==> src/cwp_pkg.sv <==
// Constants, field layout and types for the configuration word protection block.
package cwp_pkg;

	// ----------------------------------------------------------------
	// Configuration word one field positions
	// ----------------------------------------------------------------
	localparam int CFG_W = 24;
	localparam int BIT_RSV15 = 15;
	localparam int BIT_JTAG = 14;
	localparam int BIT_GCP = 13;
	localparam int BIT_GENERAL_WRITE_PROTECT = 12;
	localparam int BIT_DEBUG = 11;
	localparam int BIT_RSV10 = 10;
	localparam int BIT_EMU_HI = 9;
	localparam int BIT_EMU_LO = 8;
	localparam int BIT_WDT_EN = 7;
	localparam int BIT_WINDOW_DISABLE = 6;
	localparam int BIT_PSA = 4;
	localparam logic [23:0] CW1_ONES_MASK = 24'hFF0020;
	localparam logic [23:0] CFG_UNPROG = 24'hFFFFFF;

	// ----------------------------------------------------------------
	// Emulator pin pair codes
	// ----------------------------------------------------------------
	localparam logic [1:0] EMU_PAIR_ONE = 2'h3;
	localparam logic [1:0] EMU_PAIR_TWO = 2'h2;
	localparam logic [1:0] EMU_PAIR_THREE = 2'h1;

	// ----------------------------------------------------------------
	// Configuration word three field positions
	// ----------------------------------------------------------------
	localparam int PAGE_LO = 0;
	localparam int PAGE_W = 8;
	localparam int BIT_SEG_END = 8;
	localparam int BIT_CFG_PAGE = 9;
	localparam int BIT_SEG_DIS = 10;
	localparam logic [23:0] CW3_ONES_MASK = 24'hFFF800;

	// ----------------------------------------------------------------
	// Program memory geometry
	// ----------------------------------------------------------------
	localparam logic [23:0] PAGE_MASK = 24'h0001FF;
	localparam logic [23:0] MEM_LAST_ADDR = 24'h01FFFF;

	// ----------------------------------------------------------------
	// Bus register map
	// ----------------------------------------------------------------
	localparam logic [7:0] OFS_CW1 = 8'h00;
	localparam logic [7:0] OFS_CW3 = 8'h04;
	localparam logic [7:0] OFS_CTRL = 8'h08;
	localparam logic [7:0] OFS_STATUS = 8'h0C;
	localparam int CTRL_RELOAD = 0;
	localparam int STAT_REFUSED = 0;
	localparam int STAT_PARITY = 1;
	localparam int STAT_LOADED = 2;
	localparam int STAT_SCAN = 3;

	// Load sequencer, Gray coded along idle, fetch, run.
	typedef enum logic [1:0] {
		ST_IDLE = 2'h0,
		ST_FETCH = 2'h1,
		ST_RUN = 2'h3
	} load_state_t;

endpackage : cwp_pkg

==> src/cfg_shadow_reg.sv <==
// Configuration register with a complemented shadow copy and a mismatch flag.
`timescale 1ns/100ps
module cfg_shadow_reg #(
	parameter int W = 24,
	parameter logic [W-1:0] RST = '1
) (
	input wire logic hclk, // System clock.
	input wire logic hresetn, // Asynchronous reset, active low.
	input wire logic load, // Capture load_value into both copies.
	input wire logic [W-1:0] load_value, // Value to store.
	input wire logic [W-1:0] upset, // Cell disturbance injection, xor into live copy.
	output logic [W-1:0] value, // Live register value.
	output logic mismatch // Live and shadow copies disagree.
);
	typedef struct packed {
		logic [W-1:0] live;
		logic [W-1:0] shadow;
		logic mismatch;
	} shadow_state_t;

	shadow_state_t cur;
	shadow_state_t next_cur;

	// The shadow only changes on a load, so any disturbed live bit breaks the complement.
	always_comb
	begin
		next_cur = cur;
		if (load)
		begin
			next_cur.live = load_value;
			next_cur.shadow = ~load_value;
		end
		else
		begin
			next_cur.live = cur.live ^ upset;
		end
		next_cur.mismatch = ((cur.live ^ cur.shadow) != {W{1'b1}});
	end

	// State register.
	always_ff @(posedge hclk or negedge hresetn)
	begin
		if (!hresetn)
			cur <= '{live: RST, shadow: ~RST, mismatch: 1'b0};
		else
			cur <= next_cur;
	end

	assign value = cur.live;
	assign mismatch = cur.mismatch;
endmodule : cfg_shadow_reg

==> src/cfg_word_protect.sv <==
// Configuration word decode, program memory protection and bus register file.
//
// The register offsets and the AHB-Lite slave port are this design's own decisions.
`timescale 1ns/100ps
module cfg_word_protect
	import cwp_pkg::*;
(
	input wire logic hclk, // System clock, 250 MHz.
	input wire logic hresetn, // Asynchronous reset, active low.
	input wire logic hsel, // Slave select.
	input wire logic [31:0] haddr, // Byte address.
	input wire logic [1:0] htrans, // Transfer type.
	input wire logic hwrite, // Write when high.
	input wire logic [2:0] hsize, // Transfer size, words only.
	input wire logic [31:0] hwdata, // Write data.
	input wire logic hready, // Bus ready.
	output logic hreadyout, // Always ready, no wait states.
	output logic [31:0] hrdata, // Read data, registered.
	output logic hresp, // Always OKAY.
	input wire logic [cwp_pkg::CFG_W-1:0] flash_cfg_word1, // Stored config word one.
	input wire logic [cwp_pkg::CFG_W-1:0] flash_cfg_word3, // Stored config word three.
	input wire logic [cwp_pkg::CFG_W-1:0] cfg_upset1, // Disturbance injection, word one.
	input wire logic [cwp_pkg::CFG_W-1:0] cfg_upset3, // Disturbance injection, word three.
	input wire logic scan_programming, // Pin: programming over scan port.
	input wire logic flash_req, // Write or erase request pulse.
	input wire logic [23:0] flash_addr, // Target word address.
	output logic flash_grant, // Request allowed, pulse.
	output logic flash_refused, // Request refused, pulse.
	output logic jtag_port_enable, // Scan test port enable.
	output logic code_protect_active, // Whole memory code protected.
	output logic debug_mode_boot, // Device came out of reset in debug mode.
	output logic program_pin_pair_one, // Emulator on pin pair one.
	output logic program_pin_pair_two, // Emulator on pin pair two.
	output logic program_pin_pair_three, // Emulator on pin pair three.
	output logic emulator_select_invalid, // Reserved pin select code stored.
	output logic watchdog_enable_cfg, // Watchdog enabled.
	output logic watchdog_window_mode, // Windowed watchdog.
	output logic watchdog_prescale_128, // Prescaler 1:128, else 1:32.
	output logic config_reset_req // Parity error device reset, pulse.
);
	// ----------------------------------------------------------------
	// State
	// ----------------------------------------------------------------
	typedef struct packed {
		load_state_t load_state;
		logic scan_meta;
		logic scan_sync;
		logic ap_valid;
		logic ap_write;
		logic [7:0] ap_addr;
		logic [31:0] rdata;
		logic loaded;
		logic boot_debug;
		logic refused_flag;
		logic parity_flag;
		logic grant;
		logic refused;
		logic reset_req;
	} state_t;

	localparam state_t STATE_RST = '{
		load_state: ST_IDLE, scan_meta: 1'b0, scan_sync: 1'b0, ap_valid: 1'b0,
		ap_write: 1'b0, ap_addr: 8'h00, rdata: 32'h0000_0000, loaded: 1'b0,
		boot_debug: 1'b0, refused_flag: 1'b0, parity_flag: 1'b0, grant: 1'b0,
		refused: 1'b0, reset_req: 1'b0};

	state_t cur;
	state_t next_cur;
	logic [23:0] cw1;
	logic [23:0] cw3;
	logic [23:0] load_value1;
	logic mismatch1;
	logic mismatch3;
	logic cfg_load;
	logic [23:0] page_first;
	logic [23:0] page_last;
	logic [23:0] last_page_start;
	logic seg_active;
	logic seg_hit;
	logic cfg_page_hit;
	logic addr_protected;
	logic parity_error;

	// ----------------------------------------------------------------
	// Configuration registers with shadows
	// ----------------------------------------------------------------
	assign cfg_load = (cur.load_state == ST_FETCH);

	// Unimplemented bits are forced to 1 on each load, so they read back as 1 until a cell upset flips one.
	always_comb
	begin
		load_value1 = flash_cfg_word1 | CW1_ONES_MASK;
		if (cur.loaded && cur.scan_sync)
			load_value1[BIT_JTAG] = cw1[BIT_JTAG];
	end

	cfg_shadow_reg #(.W(CFG_W), .RST(CFG_UNPROG)) u_cw1 (
		.hclk(hclk),
		.hresetn(hresetn),
		.load(cfg_load),
		.load_value(load_value1),
		.upset(cfg_upset1),
		.value(cw1),
		.mismatch(mismatch1)
	);

	cfg_shadow_reg #(.W(CFG_W), .RST(CFG_UNPROG)) u_cw3 (
		.hclk(hclk),
		.hresetn(hresetn),
		.load(cfg_load),
		.load_value(flash_cfg_word3 | CW3_ONES_MASK),
		.upset(cfg_upset3),
		.value(cw3),
		.mismatch(mismatch3)
	);

	assign parity_error = mismatch1 | mismatch3;

	// ----------------------------------------------------------------
	// Field decode
	// ----------------------------------------------------------------
	// Scan port enable
	assign jtag_port_enable = cw1[BIT_JTAG];
	assign code_protect_active = !cw1[BIT_GCP];
	assign program_pin_pair_one = (cw1[BIT_EMU_HI:BIT_EMU_LO] == EMU_PAIR_ONE);
	assign program_pin_pair_two = (cw1[BIT_EMU_HI:BIT_EMU_LO] == EMU_PAIR_TWO);
	assign program_pin_pair_three = (cw1[BIT_EMU_HI:BIT_EMU_LO] == EMU_PAIR_THREE);
	assign emulator_select_invalid = (cw1[BIT_EMU_HI:BIT_EMU_LO] == 2'h0);
	assign watchdog_enable_cfg = cw1[BIT_WDT_EN];
	// Windowed only with enable; a stray window request is dropped.
	assign watchdog_window_mode = cw1[BIT_WDT_EN] && !cw1[BIT_WINDOW_DISABLE];
	assign watchdog_prescale_128 = cw1[BIT_PSA];
	assign debug_mode_boot = cur.boot_debug;

	// ----------------------------------------------------------------
	// Protected range
	// ----------------------------------------------------------------
	// Page bounds, inclusive of the selected page
	assign page_first = {7'h00, cw3[PAGE_LO +: PAGE_W], 9'h000};
	assign page_last = {7'h00, cw3[PAGE_LO +: PAGE_W], 9'h1FF};
	assign last_page_start = MEM_LAST_ADDR & ~PAGE_MASK;

	assign seg_active = !cw3[BIT_SEG_DIS];

	// Both segment directions compare against an inclusive bound.
	always_comb
	begin
		if (!seg_active)
			seg_hit = 1'b0;
		else if (cw3[BIT_SEG_END])
			seg_hit = (flash_addr >= page_first);
		else
			seg_hit = (flash_addr <= page_last);
	end

	// The last page holds the config words; general code protection covers them too.
	// Last page protect
	assign cfg_page_hit = (flash_addr >= last_page_start) &&
		(!cw3[BIT_CFG_PAGE] || !cw1[BIT_GCP]);

	assign addr_protected = !cw1[BIT_GENERAL_WRITE_PROTECT] || seg_hit || cfg_page_hit;

	// ----------------------------------------------------------------
	// Bus slave
	// ----------------------------------------------------------------
	assign hreadyout = 1'b1;
	assign hresp = 1'b0;
	assign hrdata = cur.rdata;

	// ----------------------------------------------------------------
	// Next state
	// ----------------------------------------------------------------
	// Reads are sampled in the address phase so read data is a flop in the data phase.
	always_comb
	begin
		logic set_refused;
		logic clr_refused;
		logic clr_parity;
		logic reload;
		set_refused = 1'b0;
		clr_refused = 1'b0;
		clr_parity = 1'b0;
		reload = 1'b0;
		next_cur = cur;

		// Pin synchroniser, first stage read by the second only.
		next_cur.scan_meta = scan_programming;
		next_cur.scan_sync = cur.scan_meta;

		// Data phase write effects.
		if (cur.ap_valid && cur.ap_write)
		begin
			if (cur.ap_addr == OFS_CTRL)
				reload = hwdata[CTRL_RELOAD];
			else if (cur.ap_addr == OFS_STATUS)
			begin
				clr_refused = hwdata[STAT_REFUSED];
				clr_parity = hwdata[STAT_PARITY];
			end
		end

		// Address phase capture.
		next_cur.ap_valid = hsel && hready && htrans[1];
		next_cur.ap_write = hwrite;
		next_cur.ap_addr = (haddr[31:8] == 24'h000000) ? haddr[7:0] : 8'hFF;
		if (hsel && hready && htrans[1] && !hwrite)
		begin
			if (haddr[31:8] != 24'h000000)
				next_cur.rdata = 32'h0000_0000;
			else if (haddr[7:0] == OFS_CW1)
				next_cur.rdata = {8'h00, cw1};
			else if (haddr[7:0] == OFS_CW3)
				next_cur.rdata = {8'h00, cw3};
			else if (haddr[7:0] == OFS_STATUS)
				next_cur.rdata = {28'h0000000, cur.scan_sync, cur.loaded,
					cur.parity_flag, cur.refused_flag};
			else
				next_cur.rdata = 32'h0000_0000;
		end

		// Load sequencer.
		case (cur.load_state)
			ST_IDLE:
				next_cur.load_state = ST_FETCH;
			ST_FETCH:
			begin
				next_cur.load_state = ST_RUN;
				next_cur.loaded = 1'b1;
				if (!cur.loaded)
					next_cur.boot_debug = !flash_cfg_word1[BIT_DEBUG];
			end
			ST_RUN:
				if (reload)
					next_cur.load_state = ST_FETCH;
			default:
				next_cur.load_state = ST_IDLE;
		endcase

		// Requests before the first load are refused, the words are not yet known.
		// Refuse protected request
		next_cur.grant = flash_req && cur.loaded && !addr_protected;
		next_cur.refused = flash_req && (!cur.loaded || addr_protected);
		set_refused = flash_req && (!cur.loaded || addr_protected);

		// Sticky flags, a set in the clearing cycle wins.
		next_cur.refused_flag = (cur.refused_flag && !clr_refused) || set_refused;
		next_cur.parity_flag = (cur.parity_flag && !clr_parity) || parity_error;

		next_cur.reset_req = parity_error && !cur.parity_flag;
	end

	// State register.
	always_ff @(posedge hclk or negedge hresetn)
	begin
		if (!hresetn)
			cur <= STATE_RST;
		else
			cur <= next_cur;
	end

	assign flash_grant = cur.grant;
	assign flash_refused = cur.refused;
	assign config_reset_req = cur.reset_req;
endmodule : cfg_word_protect

==> config.mk <==
export PLATFORM = sky130hd
export DESIGN_NAME = cfg_word_protect
export DESIGN_NICKNAME = d
export VERILOG_FILES = /design/src/cwp_pkg.sv /design/src/cfg_shadow_reg.sv /design/src/cfg_word_protect.sv
export SDC_FILE = /design/constraint.sdc
export NUM_CORES = 1
export LEC_CHECK = 0
export ABC_AREA = 0
export BUFFER_PORTS_ARGS = -buffer_cell sky130_fd_sc_hd__clkbuf_2
export CAP_MARGIN = 20
export CELL_PAD_IN_SITES_DETAIL_PLACEMENT = 0
export CELL_PAD_IN_SITES_GLOBAL_PLACEMENT = 1
export CORE_MARGIN = 2
export CORE_UTILIZATION = 39
export CTS_CLUSTER_DIAMETER = 200
export DETAILED_ROUTE_END_ITERATION = 8
export HOLD_SLACK_MARGIN = 0.08
export PLACE_DENSITY = 0.84
export SYNTH_ARGS = -nofsm -noshare
export SYNTH_HDL_FRONTEND = slang
export SYNTH_SLANG_ARGS = --single-unit
==> constraint.sdc <==
create_clock -name hclk -period 3.7 [get_ports hclk]
set_clock_uncertainty 0.15 [all_clocks]
set_input_delay 0.37 -clock hclk [delete_from_list [all_inputs] [get_ports hclk]]
set_output_delay 0.37 -clock hclk [all_outputs]
set_load 0.01 [all_outputs]
==> qor.csv <==
stage,metric,value,unit
run_status,outcome,finished clean,
die,start_util,39.7,%
run,maxCapViolCount,0,
sta,maxSlewViolCount,0,
synthesis,syn-mean-instance-area,10.6,um^2
power,p_sw_share,29.7,%
worst_setup_path,path_class,in2reg,
worst_setup_path,endpoint_kind,register,
sta,max_freq,0.431,GHz
synthesis,yosysSeqAreaShare,51.4,%
die,io_pins,243,
worst_setup_path,worstPathMaxFanout,20,
power,p_leak,0.00392,uW
die,die_w,128,um
power,p_sw,1590,uW
worst_setup_path,path_cells,dlygate4sd3_1 > clkbuf_2 > nor4_1 > nand2_1 > or3_4 > o21ai_2,
global_routing,grt_pass1_wl,25400,um
die,row_count,45,
finish,final_cell_mix,"175 x clkbuf_2, 74 x dlygate4sd3_1, 73 x dfrtp_1",
finish,final_layout_size_suffix_gt1_share,35.2,%
finish,area_growth,37.3,%
route,dr.pass1.iters,4,
route,drtIter0Drc,211,
route,totalWireLength,16300,um
placement,placed_cells,885,
sta,hold_violations,0,
global_routing,grt.total_usage,20.1,%
synthesis,yosysWarningCount,0,
placement,place_congestion,0.871,
route,viasPerCell,4.96,
power,power_frac_clock,33.8,%
finish,fin_nets,996,
power,ir_drop,0.000409,V
clocking,cts_setup_buffers,0,
synthesis,ys_top_cells_by_area,"dfrtp_1 30%, dfstp_2 21%, xnor2_1 8.6%",
route,antenna_left,0,
finish,layout_commonest_cell,clkbuf_2,
synthesis,synthArstFlopShare,100,%
hold_path,worstHoldStart,flash_cfg_word1[13],
sta,finalCritPeriodShare,62.8,%
sta,tightest_slew,0.905,ns
power,combPwrFrac,25.0,%
worst_setup_path,reg2reg_from,u_cw3.value[6],
route,vias,4924,
worst_setup_path,worstPathArrival,2.51,ns
finish,fin_cells,993,
sta,rsz0062_at_grt,no,
synthesis,synth_area,6010,um^2
worst_setup_path,max_stage_delay,0.57,ns
clocking,cts_tree,built,
global_routing,grt_max_degree,107,
worst_setup_path,required,3.89,ns
sta,finalSetupTns,0,ns
sta,final-setup-viol-count,0,
sta,period_needed,2.32,ns
die,die-height,128,um
synthesis,synth_cell_types,47,
route,wl_per_cell,16.4,um
clocking,max-clock-path-buffers,2,
synthesis,synth.top_cell.area_share,30.4,%
placement,portBuffers,176,
worst_setup_path,cp_slowest_cell,or3_4,
synthesis,synth-edff-count,0,
clocking,cts_buffers,17,
finish,multiInputGateArea,2560,um^2
route,drc,0,
worst_setup_path,crit_path_start,haddr[7],
placement,post-dp-hpwl,11000,um
clocking,path_clk_slew,0.06,ns
power,pwr_density_cell,652,nW/um^2
finish,fillers,1284,
hold_path,hold_path.class,in2reg,
power,power_frac_seq,41.2,%
global_routing,grt_pass1_vias,5026,
synthesis,yosysTopAreaCell,dfrtp_1,
die,die_area,16400,um^2
global_routing,gr-total-overflow,0,
clocking,h-tree-depth,4,
clocking,postCtsResizedCells,0,
sta,slew-limit-headroom,39.7,%
finish,register_area,3090,um^2
clocking,cts_sinks,121,
clocking,hold_buffers,74,
clocking,clock_latency,0.42,ns
die,core-area,15100,um^2
power,p_int,3780,uW
global_routing,antenna_found_initial,1,
clocking,cts_root_buf,clkbuf_16,
synthesis,synth_seq_cells,121,
synthesis,syn_inst,568,
worst_setup_path,cp-start-kind,primary input,
synthesis,synthFlopType,dfrtp_1,
-- cell families (layout without fill, tap and decap cells) --
group,count (synthesis),in the layout,share of synthesized area [%]
AO/OA/AOI/OAI,109,109,12.3
XOR/XNOR,73,73,10.6
buffers and inverters,69,297,6.68
flip-flops,121,121,51.4
multiplexers,21,21,3.52
other,2,11,0.125
adder cells (fa/ha/maj),9,9,1.87
AND/OR/NAND/NOR,164,164,13.4
-- cells in the mapped netlist (2+ instances only) --
cell      number
a211oi_1       3
a21o_1        27
a21oi_1       36
and2_1         3
and3_1         2
and4_1         2
buf_1          5
buf_4         34
buf_6          2
clkbuf_1      16
conb_1         2
dfrtp_1       73
dfstp_2       48
ha_1           9
inv_1         12
mux2i_1       20
nand2_1       60
nand2b_1       4
nand3_1        8
nand3b_1       3
nand4_1       10
nor2_1        34
nor2b_1        3
nor3_1         4
nor4_1        15
o211ai_1       2
o21a_1         4
o21ai_0        5
o21ai_1        2
o21ai_2       20
o31ai_1        5
or3_1          8
or3_4          2
xnor2_1       59
xor2_1        14
-- power by group through the flow --
stage                     Clock (uW)  Combinational, uW  Sequential (uW)
final                           1820               1350             2220
after detailed placement           0               1150             2230
after global placement             0               1120             2220
after CTS                       1830               1340             2220
after global routing            1900               1490             2260
after floorplan                    0                858             2080
-- state kept, by name (all words and copies together), names as in the netlist, 11 cells and up --
signal       count
u_cw3.value     24
u_cw1.value     24
hrdata          24
u_cw3.cur       11
cur             17
u_cw1.cur       15
-- cell type report --
class | count | share of cell area (%)
Clock inverter | 13 | 2.41
Sequential cell | 121 | 37.4
Antenna cell | 1 | 0.0303
Tap cell | 188 | 2.85
Clock buffer | 19 | 5.37
Multi-Input combinational cell | 386 | 31.0
Inverter | 12 | 0.546
Timing Repair Buffer | 253 | 20.4
-- layer usage --
layer  wire [um]  vias to the layer above  track usage (%)
li1            -                     2363                -
met1        6930                     2372             24.2
met2        8180                      149             34.7
met3         740                       40             4.92
met4         436                        0             8.21
met5           0                        -                0
-- final timing paths --
| kind | to | slack (ns) | cells past startpoint |
|---|---|---|---|
| worst min-delay path | u_cw1.cur[14] | 0.1 | 3 |
| min in group asynchronous | hrdata[17] | 0.40 | 2 |
| worst max-delay path | hrdata[16] | 1.38 | 6 |
| max in group asynchronous | u_cw3.value[8] | 2.12 | 3 |
| worst max register to register | flash_grant | 1.42 | 7 |
| worst min register to register | cur[49] | 0.20 | 0 |
-- metrics by stage --
stage	hold slack, ns	power [uW]	area, um^2	util (%)	setup slack, ns
floorplan	-0.0756	2940	6040	-	1.54
global placement	0.189	3330	6840	45.1	1.14
detailed placement	0.190	3390	6840	45.1	1.05
CTS	0.0822	5380	8220	54.3	1.35
global route	0.0951	5650	8250	54.5	1.23
finish	0.0975	5380	8250	54.5	1.38
-- critical path, delay by kind of cell --
kind	cells	cell delay, ns
buf+inv	2	0.66
simple gates	3	1.24
compound gates	1	0.22
No activity file was read; power rests on OpenSTA's default activity.
